### config.mk
export PLATFORM = sky130hd
export DESIGN_NAME = lan_setup_command_executor
export DESIGN_NICKNAME = d
export VERILOG_FILES = /design/src/lan_setup_pkg.sv /design/src/lan_setup_command_executor.sv
export SDC_FILE = /design/constraint.sdc
export NUM_CORES = 1
export LEC_CHECK = 0
export ABC_AREA = 1
export BUFFER_PORTS_ARGS = -buffer_cell sky130_fd_sc_hd__buf_4
export CELL_PAD_IN_SITES_DETAIL_PLACEMENT = 2
export CELL_PAD_IN_SITES_GLOBAL_PLACEMENT = 2
export CORE_ASPECT_RATIO = 2
export CORE_MARGIN = 5
export CORE_UTILIZATION = 33
export DETAILED_ROUTE_END_ITERATION = 7
export PLACE_DENSITY_LB_ADDON = 0.1
export REMOVE_ABC_BUFFERS = 1
export SLEW_MARGIN = 0
export SYNTH_ARGS = -nofsm -noshare
export SYNTH_HDL_FRONTEND = slang
export SYNTH_SLANG_ARGS = --single-unit
### constraint.sdc
create_clock -name mclk -period 4.5 [get_ports mclk]
set_input_delay 0.675 -clock mclk [delete_from_list [all_inputs] [get_ports mclk]]
set_output_delay 0.675 -clock mclk [all_outputs]
set_load 0.02 [all_outputs]
### src/lan_setup_pkg.sv
// lan_setup_pkg: register map, command codes, configuration byte layout and
// reset values for the set-up command executor.
// assumes a 32-bit APB master with byte addresses; each register is one word.
`default_nettype none
package lan_setup_pkg;

   // ----------------------------------------------------------------------
   // register map (byte addresses)
   // ----------------------------------------------------------------------
   localparam int          ADDR_W         = 8;
   localparam logic [7:0] OFF_CONTROL    = 8'h00;
   localparam logic [7:0] OFF_COMMAND    = 8'h04;
   localparam logic [7:0] OFF_STAGE0     = 8'h08;
   localparam logic [7:0] OFF_STAGE1     = 8'h0c;
   localparam logic [7:0] OFF_STAGE2     = 8'h10;
   localparam logic [7:0] OFF_LIST_COUNT = 8'h14;
   localparam logic [7:0] OFF_LIST_DATA  = 8'h18;
   localparam logic [7:0] OFF_IA_LO      = 8'h1c;
   localparam logic [7:0] OFF_IA_HI      = 8'h20;
   localparam logic [7:0] OFF_CFG_A      = 8'h24;
   localparam logic [7:0] OFF_CFG_B      = 8'h28;
   localparam logic [7:0] OFF_CFG_C      = 8'h2c;
   localparam logic [7:0] OFF_EFFECTIVE  = 8'h30;
   localparam logic [7:0] OFF_HASH_LO    = 8'h34;
   localparam logic [7:0] OFF_HASH_HI    = 8'h38;
   localparam logic [7:0] OFF_STATUS     = 8'h3c;

   // ----------------------------------------------------------------------
   // command codes and list walker states
   // ----------------------------------------------------------------------
   typedef enum logic [3:0] {
      CMD_NOP   = 4'h0,
      CMD_IA    = 4'h1,
      CMD_CFG   = 4'h2,
      CMD_GROUP = 4'h3
   } cmd_t;

   typedef enum logic {
      ST_IDLE    = 1'b0,
      ST_LISTING = 1'b1
   } list_state_t;

   // ----------------------------------------------------------------------
   // configure limits and field values
   // ----------------------------------------------------------------------
   localparam logic [3:0]  CFG_COUNT_MIN   = 4'h4;
   localparam logic [3:0]  CFG_COUNT_MAX   = 4'hc;
   localparam logic [2:0]  ADDR_LEN_NONE   = 3'h7;
   localparam logic [7:0]  IFS_MIN         = 8'h20;
   localparam logic [11:0] SLOT_ZERO_VALUE = 12'h800;
   localparam logic [4:0]  PREAMBLE_BASE   = 5'h02;
   localparam logic [1:0]  LOOP_DIV_LAST   = 2'h3;
   localparam logic [47:0] BROADCAST_ADDR  = 48'hffff_ffff_ffff;
   localparam int          IA_BYTES        = 6;

   // reset image of configuration bytes 2..11, byte 2 in the low bits
   localparam logic [79:0] CFG_RESET = {
      8'h40,   // byte 11: shortest frame 64
      8'h00,   // byte 10: filters and sources
      8'h00,   // byte 9: framing and coding
      8'hf2,   // byte 8: 15 retries, slot high 2 (512)
      8'h00,   // byte 7: slot low
      8'h60,   // byte 6: spacing 96
      8'h00,   // byte 5: priorities
      8'h06,   // byte 4: address length 6, preamble code 00
      8'h00,   // byte 3
      8'h08    // byte 2: fifo threshold 8
   };

endpackage
`default_nettype wire
### src/lan_setup_command_executor.sv
// lan_setup_command_executor: executes no-op, individual address, configure
// and group address list commands, holds the resulting configuration and
// applies it to address matching, frame length checking and loop clocking.
// assumes an APB3 master on mclk; rx match/length requests come from logic
// on mclk; the serial transmit clock is an asynchronous pin.
`default_nettype none

// Functional notes
// - code 0 only logs its code
// - code 1 loads station address for matching
// - station address is broadcast until loaded
// - code 2 updates first count parameter bytes
// - count clamped 4..12, word mode drops odd
// - byte 2 threshold, byte 3 ready/keep bits
// - byte 4 address length, 7 means 0
// - byte 4 bit 3 header location
// - preamble codes give 2,4,8,16 bytes
// - internal loop wins over external loop
// - byte 5 priorities and backoff method
// - byte 9 carrier, check append, polynomial
// - padding forced off without bitstuffing
// - byte 10 filters and sources
// - frames shorter than minimum are bad
// - documented defaults after reset
// - code 3 clears and rebuilds group filter
// - list count rounded down to whole entries
// - zero list count clears hash table
// - internal loop divides transmit clock by four
module lan_setup_command_executor (
   input  wire logic                             mclk,
   input  wire logic                             rstn,
   input  wire logic                             ce,
   input  wire logic                             psel,
   input  wire logic                             penable,
   input  wire logic                             pwrite,
   input  wire logic [lan_setup_pkg::ADDR_W-1:0] paddr,
   input  wire logic [31:0]                      pwdata,
   output logic      [31:0]                      prdata,
   output logic                                  pready,
   output logic                                  pslverr,
   input  wire logic                             serialTransmitClock,
   input  wire logic                             rxAddrValid,
   input  wire logic [47:0]                      rxDestAddr,
   input  wire logic                             rxFrameEnd,
   input  wire logic [15:0]                      rxFrameBytes,
   output logic                                  rxAddrChecked,
   output logic                                  rxAddrMatch,
   output logic                                  rxFrameChecked,
   output logic                                  rxFrameBad,
   output logic                                  txBitStrobe,
   output logic                                  lineDisconnect,
   output logic                                  externalLoop
);
   import lan_setup_pkg::*;

   // -------------------------------------------------------------------------
   // helper functions
   // -------------------------------------------------------------------------

   // byte mask covering the first len address bytes
   function automatic logic [47:0] lenMask(input logic [2:0] len);
      logic [47:0] m;
      m = 48'h0;
      for (int k = 0; k < IA_BYTES; k++) begin
         if (k < int'(len)) begin
            m[k*8 +: 8] = 8'hff;
         end
      end
      return m;
   endfunction

   // six-bit hash: xor fold of the low six bits of every (masked) byte
   function automatic logic [5:0] addrHash(input logic [47:0] addr);
      logic [5:0] h;
      h = 6'h0;
      for (int k = 0; k < IA_BYTES; k++) begin
         h = h ^ addr[k*8 +: 6];
      end
      return h;
   endfunction

   // -------------------------------------------------------------------------
   // state
   // -------------------------------------------------------------------------
   logic        wordMode;
   logic [7:0]  stage [0:11];
   logic [7:0]  cfg [2:11];
   logic [47:0] ia;
   logic [63:0] hash;
   list_state_t listState;
   logic [13:0] listCount;
   logic [13:0] listRemain;
   logic [2:0]  entryPos;
   logic [47:0] entryBuf;
   logic [3:0]  lastCmd;
   logic        txSync1;
   logic        txSync2;
   logic        txSync3;
   logic [1:0]  divCnt;

   // -------------------------------------------------------------------------
   // APB decode
   // -------------------------------------------------------------------------
   wire reqPhase  = psel & penable & ~pready;
   wire accTaken  = psel & penable & pready;
   wire wrTaken   = accTaken & pwrite;
   wire hitCmd    = (paddr == OFF_COMMAND);
   wire hitList   = (paddr == OFF_LIST_DATA);
   wire isListing = (listState == ST_LISTING);
   wire mapped    = (paddr[1:0] == 2'b00) && (paddr <= OFF_STATUS);
   // a new command while a list is pending, or list data with none pending, is refused
   wire refuse    = ~mapped | (pwrite & hitCmd & isListing) | (pwrite & hitList & ~isListing);
   wire wrOk      = wrTaken & ~pslverr;
   wire cmdWrite  = wrOk & hitCmd;
   wire [3:0] cmdCode = pwdata[3:0];
   wire execIa    = cmdWrite & (cmdCode == CMD_IA);
   wire execCfg   = cmdWrite & (cmdCode == CMD_CFG);
   wire execGroup = cmdWrite & (cmdCode == CMD_GROUP);
   wire listWrite = wrOk & hitList;
   wire [7:0] listByte = pwdata[7:0];

   // -------------------------------------------------------------------------
   // configuration field decode
   // -------------------------------------------------------------------------
   wire [3:0] fifoThreshold       = cfg[2][3:0];
   wire       readySyncSelect     = cfg[3][6];
   wire       keepErroredFrames   = cfg[3][7];
   wire [2:0] addressByteCount    = (cfg[4][2:0] == ADDR_LEN_NONE) ? 3'h0 : cfg[4][2:0];
   wire       headerInBufferSelect = cfg[4][3];
   wire [1:0] preambleSize        = cfg[4][5:4];
   wire       internalLoopEnable  = cfg[4][6];
   wire       externalLoopEnable  = cfg[4][7] & ~cfg[4][6];
   wire [2:0] linearPriority      = cfg[5][2:0];
   wire [2:0] exponentialPriority = cfg[5][6:4];
   wire       backoffMethod       = cfg[5][7];
   wire [7:0] spacingApplied      = (cfg[6] < IFS_MIN) ? IFS_MIN : cfg[6];
   wire [2:0] slotLengthHigh      = cfg[8][2:0];
   wire [10:0] slotRaw            = {slotLengthHigh, cfg[7]};
   wire [11:0] slotApplied        = (slotRaw == 11'h0) ? SLOT_ZERO_VALUE : {1'b0, slotRaw};
   wire [3:0] retryCount          = cfg[8][7:4];
   wire       acceptAllFrames     = cfg[9][0];
   wire       broadcastReject     = cfg[9][1];
   wire       lineCodeSelect      = cfg[9][2];
   wire       sendWithoutCarrier  = cfg[9][3];
   wire       checkAppendDisable  = cfg[9][4];
   wire       shortPolynomial     = cfg[9][5];
   wire       bitstuffFraming     = cfg[9][6];
   wire       padApplied          = cfg[9][7] & bitstuffFraming;
   wire [2:0] carrierFilterWidth  = cfg[10][2:0];
   wire       carrierSourceSelect = cfg[10][3];
   wire [2:0] collisionFilterWidth = cfg[10][6:4];
   wire       collisionSourceSelect = cfg[10][7];
   wire [7:0] shortestFrameBytes  = cfg[11];
   // preamble length includes the start indicator
   wire [4:0] preambleBytes       = PREAMBLE_BASE << preambleSize;
   wire [47:0] addrMask           = lenMask(addressByteCount);

   // -------------------------------------------------------------------------
   // configure byte count
   // -------------------------------------------------------------------------
   wire [7:0] cfgCountRaw = stage[0];
   wire [3:0] cfgClamped  = (cfgCountRaw > {4'h0, CFG_COUNT_MAX}) ? CFG_COUNT_MAX :
                            (cfgCountRaw < {4'h0, CFG_COUNT_MIN}) ? CFG_COUNT_MIN :
                            cfgCountRaw[3:0];
   // in word mode the byte of an odd count would be a lone half word
   wire [3:0] cfgCount    = (wordMode & cfgClamped[0]) ? cfgClamped - 4'h1 : cfgClamped;

   // -------------------------------------------------------------------------
   // APB answer: one wait cycle, data and error registered with pready
   // -------------------------------------------------------------------------
   wire [31:0] readData =
      (paddr == OFF_CONTROL)    ? {31'h0, wordMode} :
      (paddr == OFF_COMMAND)    ? {15'h0, isListing, 12'h0, lastCmd} :
      (paddr == OFF_STAGE0)     ? {stage[3], stage[2], stage[1], stage[0]} :
      (paddr == OFF_STAGE1)     ? {stage[7], stage[6], stage[5], stage[4]} :
      (paddr == OFF_STAGE2)     ? {stage[11], stage[10], stage[9], stage[8]} :
      (paddr == OFF_LIST_COUNT) ? {18'h0, listCount} :
      (paddr == OFF_IA_LO)      ? ia[31:0] :
      (paddr == OFF_IA_HI)      ? {16'h0, ia[47:32]} :
      (paddr == OFF_CFG_A)      ? {cfg[5], cfg[4], cfg[3], cfg[2]} :
      (paddr == OFF_CFG_B)      ? {cfg[9], cfg[8], cfg[7], cfg[6]} :
      (paddr == OFF_CFG_C)      ? {16'h0, cfg[11], cfg[10]} :
      (paddr == OFF_EFFECTIVE)  ? {padApplied, externalLoopEnable, internalLoopEnable, preambleBytes,
                                   1'b0, addressByteCount, slotApplied, spacingApplied} :
      (paddr == OFF_HASH_LO)    ? hash[31:0] :
      (paddr == OFF_HASH_HI)    ? hash[63:32] :
      (paddr == OFF_STATUS)     ? {18'h0, listRemain} :
      32'h0;

   // pready drops after each taken access so back-to-back transfers each wait once
   always_ff @(posedge mclk) begin
      if (!rstn) begin
         pready  <= 1'b0;
         pslverr <= 1'b0;
         prdata  <= 32'h0;
      end else if (ce) begin
         pready  <= reqPhase;
         pslverr <= reqPhase & refuse;
         prdata  <= (reqPhase & ~pwrite & mapped) ? readData : 32'h0;
      end
   end

   // -------------------------------------------------------------------------
   // control, command log and staging bytes
   // -------------------------------------------------------------------------
   always_ff @(posedge mclk) begin
      if (!rstn) begin
         wordMode  <= 1'b0;
         lastCmd   <= 4'h0;
         listCount <= 14'h0;
      end else if (ce) begin
         if (wrOk && paddr == OFF_CONTROL) begin
            wordMode <= pwdata[0];
         end
         if (wrOk && paddr == OFF_LIST_COUNT) begin
            listCount <= pwdata[13:0];
         end
         if (cmdWrite) begin
            lastCmd <= cmdCode;                                 // nop only logs its code
         end
      end
   end

   genvar gi;
   generate
      // staging bytes: three words of four bytes, byte 0 in the low lane
      for (gi = 0; gi < 12; gi++) begin : g_stage
         always_ff @(posedge mclk) begin
            if (!rstn) begin
               stage[gi] <= 8'h0;
            end else if (ce && wrOk && paddr == (OFF_STAGE0 + 8'(4 * (gi / 4)))) begin
               stage[gi] <= pwdata[(gi % 4)*8 +: 8];
            end
         end
      end

      // configuration bytes: byte n is taken from staging byte n-1 when n is within count
      for (gi = 2; gi < 12; gi++) begin : g_cfg
         always_ff @(posedge mclk) begin
            if (!rstn) begin
               cfg[gi] <= CFG_RESET[(gi-2)*8 +: 8];
            end else if (ce && execCfg && (4'(gi) <= cfgCount)) begin
               cfg[gi] <= stage[gi-1];
            end
         end
      end
   endgenerate

   // -------------------------------------------------------------------------
   // individual address
   // -------------------------------------------------------------------------
   // the broadcast value stands in until the first load; bit 0 is compared like every other masked bit
   always_ff @(posedge mclk) begin
      if (!rstn) begin
         ia <= BROADCAST_ADDR;
      end else if (ce && execIa) begin
         ia <= {stage[5], stage[4], stage[3], stage[2], stage[1], stage[0]};
      end
   end

   // -------------------------------------------------------------------------
   // group address list walker
   // -------------------------------------------------------------------------
   // entries complete only when a full address has arrived, so a trailing
   // partial entry is consumed but never hashed; no divider is needed
   wire [47:0] entryNow   = entryBuf | (48'(listByte) << {entryPos, 3'b000});
   wire        entryDone  = (addressByteCount != 3'h0) && ((entryPos + 3'h1) == addressByteCount);
   wire [5:0]  entryIndex = addrHash(entryNow & addrMask);

   always_ff @(posedge mclk) begin
      if (!rstn) begin
         listState  <= ST_IDLE;
         hash       <= 64'h0;
         listRemain <= 14'h0;
         entryPos   <= 3'h0;
         entryBuf   <= 48'h0;
      end else if (ce) begin
         unique case (listState)
            ST_IDLE: begin
               if (execGroup) begin
                  hash       <= 64'h0;
                  listRemain <= listCount;
                  entryPos   <= 3'h0;
                  entryBuf   <= 48'h0;
                  if (listCount != 14'h0) begin
                     listState <= ST_LISTING;
                  end
               end
            end
            ST_LISTING: begin
               if (listWrite) begin
                  listRemain <= listRemain - 14'h1;
                  if (entryDone) begin
                     hash[entryIndex] <= 1'b1;                  // host supplies lsb 1
                     entryPos         <= 3'h0;
                     entryBuf         <= 48'h0;
                  end else begin
                     entryPos <= entryPos + 3'h1;
                     entryBuf <= entryNow;
                  end
                  if (listRemain == 14'h1) begin
                     listState <= ST_IDLE;
                  end
               end
            end
         endcase
      end
   end

   // -------------------------------------------------------------------------
   // received address filter
   // -------------------------------------------------------------------------
   wire [47:0] destMasked = rxDestAddr & addrMask;
   wire        iaHit      = (destMasked == (ia & addrMask));
   wire        bcastHit   = (destMasked == addrMask);
   wire        groupHit   = rxDestAddr[0] & hash[addrHash(destMasked)] & ~bcastHit;
   // accept-all overrides broadcast reject
   wire        destOk     = acceptAllFrames | iaHit | (bcastHit & ~broadcastReject) | groupHit;

   always_ff @(posedge mclk) begin
      if (!rstn) begin
         rxAddrChecked  <= 1'b0;
         rxAddrMatch    <= 1'b0;
         rxFrameChecked <= 1'b0;
         rxFrameBad     <= 1'b0;
      end else if (ce) begin
         rxAddrChecked  <= rxAddrValid;
         rxAddrMatch    <= rxAddrValid & destOk;
         rxFrameChecked <= rxFrameEnd;
         rxFrameBad     <= rxFrameEnd & (rxFrameBytes < {8'h0, shortestFrameBytes});
      end
   end

   // -------------------------------------------------------------------------
   // serial transmit clock and loop control
   // -------------------------------------------------------------------------
   // the pin is synchronised twice; the third stage only feeds the edge detect
   always_ff @(posedge mclk) begin
      if (!rstn) begin
         txSync1 <= 1'b0;
         txSync2 <= 1'b0;
         txSync3 <= 1'b0;
      end else if (ce) begin
         txSync1 <= serialTransmitClock;
         txSync2 <= txSync1;
         txSync3 <= txSync2;
      end
   end

   wire txRise = txSync2 & ~txSync3;

   // the bit strobe runs at a quarter of the clock in internal loop; the
   // spacing and slot figures are not scaled by it
   always_ff @(posedge mclk) begin
      if (!rstn) begin
         divCnt         <= 2'h0;
         txBitStrobe    <= 1'b0;
         lineDisconnect <= 1'b0;
         externalLoop   <= 1'b0;
      end else if (ce) begin
         if (txRise) begin
            divCnt <= divCnt + 2'h1;
         end
         txBitStrobe    <= txRise & (~internalLoopEnable | (divCnt == LOOP_DIV_LAST));
         lineDisconnect <= internalLoopEnable;
         externalLoop   <= externalLoopEnable;
      end
   end

endmodule
`default_nettype wire

# == Word-level counts from Yosys, hierarchy flattened ==
# Memories as Yosys holds them, arrays and structs flattened.
# Index checks and enable logic that the tools add are counted.
# totals
ff_bits,243
ram_bits,176
input_bits,113
output_inout_bits,41
wordCells,307
memories,2
# op_classes
addsub,4
magnitude_cmp,24
n_eq_ne,27
shift,2
n_mux,114
bitwise_logic,79
reduce_logical,32
# memory_table
name,depth,width,read_ports,rd_ports_with_merged_regs,wr,line_no,text
stage,12,8,12,0,12,lan_setup_command_executor.sv:86,logic [7:0] stage [0:11];
cfg,10,8,10,0,10,lan_setup_command_executor.sv:87,logic [7:0] cfg [2:11];
# op_table
operator,count
$mux 32,15
$mux 8,29
$mux 64,3
$mux 48,3
$pmux 64 s2,1
$and 48x48->48,2
$eq 48x48->1,2
$pmux 48 s2,1
$eq 8x6->1 const B,8
$or 64x64->64,1
$xor 6x6->6,10
$or 48x48->48,1
$shl 8x6->48,1
$and 46x46->46,1
$mux 1,46
$mux 14,3
$eq 8x5->1 const B,4
$or 1x1->1,28
$pmux 14 s2,1
$and 1x1->1,27
$logic_and 1x1->1,21
$eq 8x4->1 const B,2
$le 3x4->1 const A,4
$le 4x4->1 const A,4
41 further kinds,64

# == Longest topological paths before layout ==
# Gate-level depths: netlist (run 1).
# logic_depth
ltp_word,18
mapped_depth,23
depth_no_buf,21

# == Least setup slack after synthesis (run 1) ==
# No wires, ideal clock.
# synth_timing
path_kind,input -> register
start,in paddr[6] (netlist name)
end,mem stage[0][0] (enable)
setup_time_ns,0.466
arrival_ns,4.100
required_ns,4.034
setup_slack_ns,-0.066
path_stages,8
path_buffers,1
cell_sequence,inv_1 nand2_1 nor3_1 inv_1 nor2_1 inv_1 clkbuf_1 o21ai_0
# synth_lines
element,line_no,text
from (decl),lan_setup_command_executor.sv:36,"input wire logic [lan_setup_pkg::ADDR_W-1:0] paddr,"
to (decl),lan_setup_command_executor.sv:86,

==> run metrics, run 1 <==
status completed; Leakage 0.00991 uW; final WL 109000 um; clk_lat worst skew 0.59 ns; Detail Placement HPWL 85100 um; Mean Syn Cell Area 7.90 um^2; fmax 244 MHz; first-pass GRT wire length 156000 um; CTS clk-pin slew, worst paths 0.07 ns; WP data arrival 4.53 ns; Relative slew margins 0.235; Area growth syn-to-layout 17.6%; final clock period utilization by the worst path 0.911; Final nets 2921; Slew Viols, Final 0; hold_buf cts 0; Via Count 20700; synthesized instance count 2665; mapped cell area 21000 um^2; Worst VDD drop 0.000236 V; multi-input logic area 9330 um^2; FILL cells 7305; final core occ 0.389; dominant synthesized flop cell dfxtp_1; clk sinks 407; Routed WL per cell 30.1 um; CP max FO 22; min Tclk post-route 4.10 ns; ANT cells 0; CTS tree done; Tightest Pin Transition 1.15 ns; worst r2r src cfg[0][33]; Hold Fails Final Rpt 0; ANT nets after route 0; initial antenna violation count 0; Die Y 367 um; layout cell share with drive strength beyond 1 0.141; CP Class flop to flop; final setup TNS 0 ns; core area 63600 um^2; via/cell ratio 5.71; vias in the first global route 22900; number of synthesized flops with an enable pin 176; IO Pins 154; hold_sp serialTransmitClock; CTS H-tree depth 2; Pre-antenna DRT Iters 5; Root Buffer clkbuf_16; DRC 0; top-area cell type share of the netlist area 0.251; clock buffer depth 3; Fin Clk Skew 0.0193 ns; Crit path required time 4.94 ns; Setup crit start kind flop; total global-route track usage 0.308; # port buffers 153; Setup violations, final 0; Ys Warns 0; HP Class input port to flop; 1st-iter DRT viols 1259; largest cells by area after synthesis edfxtp_1 (25%), dfxtp_1 (22%), nand2_1 (8.3%), a21oi_1 (6.5%), inv_1 (5.9%); FF/Latch Area 9910 um^2; Starting Density 0.331; fin area 24700 um^2; Placer Congestion 0.944; Die X 189 um; FP Rows 131; Distinct cells, synth 57; crit path capture type flop; Yosys reg bits 407; clock buffer count from CTS 42; sequential fraction of the synthesis area 0.471; RSZ-0062 raised after global routing false; CP startpoint cfg[0][33]; largest net degree at the start of global routing 97; placed cell area 23200 um^2; GR Overflow Total 0; Synth area leader edfxtp_1; power density of the placed cells 352 nW/um^2; Die ar. 69200 um^2; post-synthesis async set-or-reset flop share 0; # Max-Cap Violations 0
## synth_stat cells, types with 6 or more instances
| cell type | count |
|---|---|
| dfxtp_1 | 231 |
| a221oi_1 | 15 |
| o2111ai_1 | 17 |
| o221ai_1 | 20 |
| a21oi_1 | 273 |
| a41oi_1 | 13 |
| nor2_4 | 18 |
| buf_1 | 6 |
| or2_2 | 32 |
| ha_1 | 12 |
| buf_6 | 9 |
| xnor2_1 | 23 |
| inv_1 | 329 |
| nor4_1 | 15 |
| xor2_1 | 37 |
| nand3_1 | 196 |
| nand4_1 | 17 |
| nand2_1 | 464 |
| a31oi_1 | 8 |
| nor3_1 | 17 |
| edfxtp_1 | 176 |
| clkbuf_1 | 97 |
| o211ai_1 | 85 |
| nor2_1 | 289 |
| nor2_2 | 7 |
| a211oi_1 | 10 |
| o22ai_1 | 18 |
| inv_2 | 12 |
| o21ai_0 | 144 |
| nand2_2 | 14 |
| buf_2 | 17 |
## registers in the layout, indices dropped and copies added, names as in the netlist, 2 cells and up
| signal | count |
|---|---|
| listCount | 14 |
| stage | 96 |
| listRemain | 14 |
| ia | 48 |
| hash | 64 |
| entryBuf | 36 |
| divCnt | 2 |
| lastCmd | 4 |
| cfg | 80 |
| prdata | 32 |
| entryPos | 3 |
## critical path, cell delays in order, from the launching register on
cell and delay [ns]:
edfxtp_1 0.54, nand2_2 0.16, nand2_4 0.22, nand2_2 0.37, nand2_2 0.33, inv_2 0.27
nand2_1 0.12, xor2_1 0.22, xnor2_2 0.68, inv_2 0.26, nand3_1 0.13, nand3_1 0.13
nand3_1 0.13, nand3_1 0.08, nand3_1 0.10, nand2_1 0.07, nand2_1 0.08, a21oi_1 0.05
## placed cells by master, fill, tap and decap left out, drive strengths merged, types with 2 or more instances in the layout
| cell type | count |
|---|---|
| a41oi | 13 |
| o22ai | 18 |
| xnor2 | 29 |
| nor2 | 314 |
| nor3b | 2 |
| o2111ai | 17 |
| a211oi | 10 |
| edfxtp | 176 |
| buf | 216 |
| clkinvlp | 2 |
| nor3 | 18 |
| clkbuf | 60 |
| nand3 | 200 |
| inv | 345 |
| a31oi | 8 |
| o21ai | 148 |
| o311ai | 3 |
| or2 | 34 |
| ha | 12 |
| a221oi | 15 |
| o221ai | 20 |
| a21oi | 273 |
| nor4 | 16 |
| dfxtp | 231 |
| xor2 | 39 |
| clkinv | 8 |
| a2111oi | 2 |
| o32ai | 2 |
| bufinv | 6 |
| nand2 | 480 |
| o211ai | 86 |
| nand4 | 17 |
| a311oi | 3 |
## cell type report
cell class                 count  area share
sequential                   407       0.400
multi-input combinational   1785       0.377
timing repair buffer         216      0.0686
inverter                     344      0.0524
clock buffer                  60      0.0515
tap                          798      0.0403
clock inverter                17     0.00991
## power breakdown
group          switching, uW  internal (uW)
logic                    571            226
registers               38.0           3900
clock network           1660           2320
total                   2270           6450
## logic make-up (layout without fill, tap and decap cells)
| kind of cell | count (synthesis) | count (layout) | share of synthesized area |
|---|---|---|---|
| and+or+nand+nor | 1083 | 1083 | 0.226 |
| AOI/OAI and AO/OA | 622 | 622 | 0.175 |
| buffers and inverters | 473 | 637 | 0.0888 |
| DFF | 407 | 407 | 0.471 |
| xor gates and xnor gates | 68 | 68 | 0.0317 |
| adders and majority gates | 12 | 12 | 0.00713 |
## metal layers
metal	GRT usage	up-vias	routed length (um)
li1	-	9243	-
met1	0.305	10500	36900
met2	0.592	694	59100
met3	0.0303	292	4100
met4	0.210	0	9210
met5	0	-	0
## worst paths after layout
| path | to | slack, ns | cells past startpoint |
|---|---|---|---|
| worst min register to register | entryBuf[41] | 0.46 | 2 |
| worst max-delay path | rxAddrMatch | 0.40 | 17 |
| worst max register to register | rxAddrMatch | 0.40 | 17 |
| worst min-delay path | txSync1 | 0.33 | 3 |
## stage by stage
stage          power, uW  setup WS, ns  hold WS, ns  cells
2_1_floorplan       4370        -0.702        0.428   2536
3_5_place_dp        4810         0.340        0.451   3550
3_3_place_gp        4790         0.392        0.439   3550
6_report            8710         0.402        0.333   3627
4_1_cts             8770         0.329        0.312   3627
5_1_grt             8950         0.209        0.344   3627
## timing repair
action	CTS	global route
buffers inserted	0	0
resized for setup	0	1
endpoints found under the setup margin	0	1
Power figures use the tool's default switching activity.
==> inputs of run 2 (changes only) <==
--- a/config.mk
+++ b/config.mk
@@ -6,13 +6,14 @@
 export NUM_CORES = 1
 export LEC_CHECK = 0
 export ABC_AREA = 1
-export BUFFER_PORTS_ARGS = -buffer_cell sky130_fd_sc_hd__buf_4
 export CELL_PAD_IN_SITES_DETAIL_PLACEMENT = 2
 export CELL_PAD_IN_SITES_GLOBAL_PLACEMENT = 2
 export CORE_ASPECT_RATIO = 2
 export CORE_MARGIN = 5
-export CORE_UTILIZATION = 33
+export CORE_UTILIZATION = 36
+export CTS_BUF_LIST = sky130_fd_sc_hd__clkbuf_4
 export DETAILED_ROUTE_END_ITERATION = 7
+export DONT_BUFFER_PORTS = 1
 export PLACE_DENSITY_LB_ADDON = 0.1
 export REMOVE_ABC_BUFFERS = 1
 export SLEW_MARGIN = 0
==> run 2 against run 1 <==
Core utilization up 1.8 points. Flip-flop and latch count stayed put. Critical path depth decreased by 5. Non-clock buffer count shrank 126. Sequential share of layout area grew 1.9 points. Final area down 4.4%. Global-route usage rose by 2.3 points. Setup slack lost 0.059 ns. Register-to-register slack worse by 0.06 ns. Combinational power fell by 15%. Clock-buffer cell count increased by 98. Critical path type unchanged. Critical endpoint is now cfg[0][31]. Largest power group is now registers.
==> run metrics, run 2 (synthesized netlist as in run 1, its figures left out) <==
# port buffers 0; RSZ-0062 raised after global routing false; Top reg by flops stage; status completed; Die ar. 63700 um^2; Via Count 20900; CP max FO 14; 1st-iter DRT viols 1401; Area growth syn-to-layout 12.4%; DRC 0; HP Class input port to flop; Placer Congestion 0.964; GR Overflow Total 0; Leakage 0.00931 uW; Die Y 352 um; placed cell count 3359; core area 58000 um^2; initial antenna violation count 3; crit path capture type flop; fmax 241 MHz; Root Buffer clkbuf_4; first-pass GRT wire length 155000 um; Detail Placement HPWL 83600 um; Die X 181 um; layout cell share with drive strength beyond 1 0.122; FP Rows 125; largest net degree at the start of global routing 97; Setup violations, final 0; via/cell ratio 5.83; Relative slew margins 0.237; Largest regs stage: 96 flops, cfg: 80 flops, hash: 64 flops; Layout Cells excl Fill 3584; WP data arrival 4.81 ns; Fin Clk Skew 0.0675 ns; most frequent cells in the layout nand2_1 (464), inv_1 (328), nor2_1 (285); Slew Viols, Final 0; Crit path required time 5.15 ns; CTS tree done; clock buffer count from CTS 101; clk sinks 407; commonest non-fill, non-tap cell in the layout nand2_1; Routed WL per cell 30.4 um; max FFs per register 96; CP Class flop to flop; CTS H-tree depth 3; FILL cells 6737; CTS clk-pin slew, worst paths 0.08 ns; clock buffer depth 3; clk_lat worst skew 0.91 ns; IO Pins 154; vias in the first global route 23000; setup slack after placement 0.287 ns; final WL 109000 um; Final nets 2854; Pre-antenna DRT Iters 5; final clock period utilization by the worst path 0.924; Worst VDD drop 0.000272 V; min Tclk post-route 4.16 ns; Hold Fails Final Rpt 0; Setup crit start kind flop; power density of the placed cells 336 nW/um^2; total global-route track usage 0.330; ANT nets after route 0; Final Worst Setup Slack 0.343 ns; Tightest Pin Transition 1.15 ns; Starting Density 0.363; # Max-Cap Violations 0
## run 2: metal layers
| metal | vias to the layer above | routed length [um] | GRT usage |
|---|---|---|---|
| met5 | - | 0 | 0 |
| met4 | 0 | 9740 | 0.241 |
| met3 | 340 | 5800 | 0.0629 |
| met2 | 748 | 57300 | 0.615 |
| met1 | 10600 | 36100 | 0.318 |
| li1 | 9201 | - | - |
## run 2: per-stage QoR
step | setup TNS, ns | total power [uW] | utilization | hold WS, ns | instance area [um^2]
4_1_cts | 0 | 8030 | 0.407 | 0.00102 | 23600
3_3_place_gp | 0 | 4640 | 0.379 | 0.438 | 22000
2_1_floorplan | -47.58 | 4370 | - | 0.428 | 20500
3_5_place_dp | 0 | 4650 | 0.379 | 0.451 | 22000
5_1_grt | 0 | 8240 | 0.407 | 0.0166 | 23600
6_report | 0 | 7950 | 0.408 | 0.0747 | 23700
## run 2: layout make-up
| class | instances | area, um^2 | area share |
|---|---|---|---|
| clock buffers | 158 | 1190 | 0.0502 |
| flip-flops and latches | 407 | 9910 | 0.419 |
| inverters | 344 | 1300 | 0.0548 |
| well taps | 762 | 953 | 0.0403 |
| repair buffers | 90 | 803 | 0.0340 |
| clock inverters | 29 | 156 | 0.00661 |
| multi-input cells | 1785 | 9320 | 0.394 |
| diodes | 9 | 22.5 | 0.000952 |
## run 2: critical path, cell delays in order (launching register included)
cell and delay [ns]:
dfxtp_1 0.51, inv_1 0.09, nor4_2 0.45, inv_1 0.22, nor2_4 0.22, inv_1 0.25
nor2_4 0.26, nand2_1 0.15, nor3_2 0.37, nand2_1 0.39, nor2_2 0.30, inv_1 0.37
nor2_1 0.35
## run 2: path summary, 6_finish.rpt
path / end / start / slack [ns] / cells after the start
max reg2reg: cfg[0][31] / pready / 0.34 / 12
max: cfg[0][31] / pready / 0.34 / 12
min: stage[2][14] / pwdata[14] / 0.07 / 2
min reg2reg: entryBuf[44] / entryBuf[44] / 0.46 / 2
## run 2: report_power, final
group          internal (uW)  switching (uW)  total (uW)
clock network           1660            1680        3330
registers               3900            42.7        3940
logic                    170             506         676
## run 2: repair_timing
item,in CTS,in global routing
setup buffers,0,0
hold buffers,29,0
gates resized for setup,0,0
hold endpoints to repair,103,0
==> inputs of run 3 (changes only) <==
--- a/config.mk
+++ b/config.mk
@@ -14,6 +14,7 @@
 export CTS_BUF_LIST = sky130_fd_sc_hd__clkbuf_4
 export DETAILED_ROUTE_END_ITERATION = 7
 export DONT_BUFFER_PORTS = 1
+export MAX_ROUTING_LAYER = met4
 export PLACE_DENSITY_LB_ADDON = 0.1
 export REMOVE_ABC_BUFFERS = 1
 export SLEW_MARGIN = 0
==> run 3 against run 2 <==
Fmax is 4.3% higher. Critical path depth grew 7. Wire length rose by 0.45%. Clock skew is 0.015 ns lower. Global-route usage grew 1.3 points. Core utilization down 0.21 points. Clock power down 5%. Critical endpoint is now rxAddrMatch. Via count shrank 1.5%.
==> run metrics, run 3 (synthesized netlist as in run 1, its figures left out) <==
CTS H-tree depth 3; commonest non-fill, non-tap cell in the layout nand2_1; Detail Placement HPWL 84700 um; status completed; final WL 109000 um; hold_buf cts 20; Hold Slack 0.0624 ns; RSZ-0062 raised after global routing false; Largest regs stage: 96 flops, cfg: 80 flops, hash: 64 flops; Fin Clk Skew 0.0521 ns; met1 usage 0.321; Relative slew margins 0.217; max FFs per register 96; total global-route track usage 0.344; first-pass GRT wire length 155000 um; final core occ 0.405; ANT nets after route 0; CTS clk-pin slew, worst paths 0.08 ns; Root Buffer clkbuf_4; largest net degree at the start of global routing 97; clock buffer depth 3; Hold Fails Final Rpt 0; hold_sp ce; vias in the first global route 22700; Post-CTS Setup Repair Bufs 0; Slew Viols, Final 0; fmax 251 MHz; Leakage 0.00927 uW; Via Count 20600; # Max-Cap Violations 0; CP max FO 38; met2 GRT Util 0.625; Die Y 352 um; Crit path required time 5.26 ns; placed cell count 3367; IO Pins 154; power density of the placed cells 332 nW/um^2; CP Class flop to flop; Routed WL per cell 30.6 um; hold endpoint rxFrameChecked; Top reg by flops stage; Setup violations, final 0; Area growth syn-to-layout 11.8%; Cells on Worst Hold Path 2; layout cell share with drive strength beyond 1 0.121; most frequent cells in the layout nand2_1 (464), inv_1 (328), nor2_1 (285); HP Class input port to flop; Final nets 2851; R2R Setup Slk 0.51 ns; most used routing layer met2; initial antenna violation count 3; crit path capture type flop; clk sinks 407; Tightest Pin Transition 1.17 ns; CTS resizes 0; CTS tree done; FP Rows 125; Pre-antenna DRT Iters 5; Starting Density 0.363; Worst R2R End rxAddrMatch; DRC 0; Die X 181 um; worst r2r src cfg[0][33]; Layout Cells excl Fill 3576; # port buffers 0; 1st-iter DRT viols 1321; GR Overflow Total 0; met3 Usage GRT 0.0672; final clock period utilization by the worst path 0.886; clk_lat worst skew 0.90 ns; WP data arrival 4.75 ns; core area 58000 um^2; clock buffer count from CTS 99; min Tclk post-route 3.99 ns; Placer Congestion 1.00; Die ar. 63700 um^2; R2R cell count 19; Worst VDD drop 0.000193 V; via/cell ratio 5.75; Setup crit start kind flop
## run 3: cell count changes in the layout (fill, tap and decap cells not counted)
cell,before,now
buf_4,58,66
bufinv_16,1,0
clkbuf_4,158,148
clkinv_1,20,28
clkinv_2,4,5
clkinv_4,1,0
clkinvlp_4,3,2
diode_2,9,5
dlygate4sd3_1,28,19
inv_2,14,15
## run 3: layer usage
metal	vias to the layer above	wire length (um)
li1	9181	-
met1	10400	36200
met2	701	58100
met3	337	5880
met4	0	9240
met5	-	0
## run 3: report_power, final
| group | switching, uW | internal (uW) | leakage [uW] | total (uW) |
|---|---|---|---|---|
| Combinational | 521 | 170 | 0.00487 | 691 |
| Clock | 1660 | 1510 | 0.000752 | 3170 |
| Sequential | 43.3 | 3900 | 0.00365 | 3940 |
| Total | 2230 | 5580 | 0.00927 | 7800 |
## run 3: per-stage QoR
stage	area (um^2)	setup WS [ns]	setup TNS (ns)	total power, uW
after floorplan	20500	-0.702	-47.58	4370
after CTS	23500	0.513	0	7870
after global placement	22000	0.597	0	4660
after detailed placement	22000	0.527	0	4680
after global routing	23500	0.233	0	8110
final	23500	0.514	0	7800
## run 3: cell type report
class | instances | area [um^2]
diodes | 5 | 12.5
clock buffers | 148 | 1110
clock inverters | 36 | 149
fillers | 6774 | 34500
inverters | 344 | 1300
multi-input cells | 1785 | 9320
flip-flops and latches | 407 | 9910
well taps | 762 | 953
repair buffers | 89 | 773
## run 3: critical path, stage by stage (launching register included)
cell	delay [ns]
edfxtp_1	0.54
nand2_2	0.16
nand2_4	0.22
nand2_2	0.36
nand2_1	0.17
o21ai_2	0.31
nand3_4	0.41
nand2_1	0.20
buf_4	0.43
nand2_1	0.08
o21ai_0	0.11
nand2_1	0.08
nand3_1	0.15
nand3_1	0.12
nand3_1	0.13
nand3_1	0.08
nand3_1	0.07
nand2_1	0.07
nand2_1	0.09
a21oi_1	0.05
## run 3: how the worst max path moves through the flow
stage	slack, ns	depth (start not counted)	end	from
finish	0.51	19	rxAddrMatch	cfg[0][33]
global route	0.23	21	rxAddrMatch	cfg[0][33]
CTS	0.51	18	rxAddrMatch	cfg[0][33]
detailed placement	0.53	19	rxAddrMatch	cfg[0][33]
global placement	0.60	20	rxAddrMatch	cfg[0][33]
floorplan	-0.70	7	stage[0][0]	paddr[6]
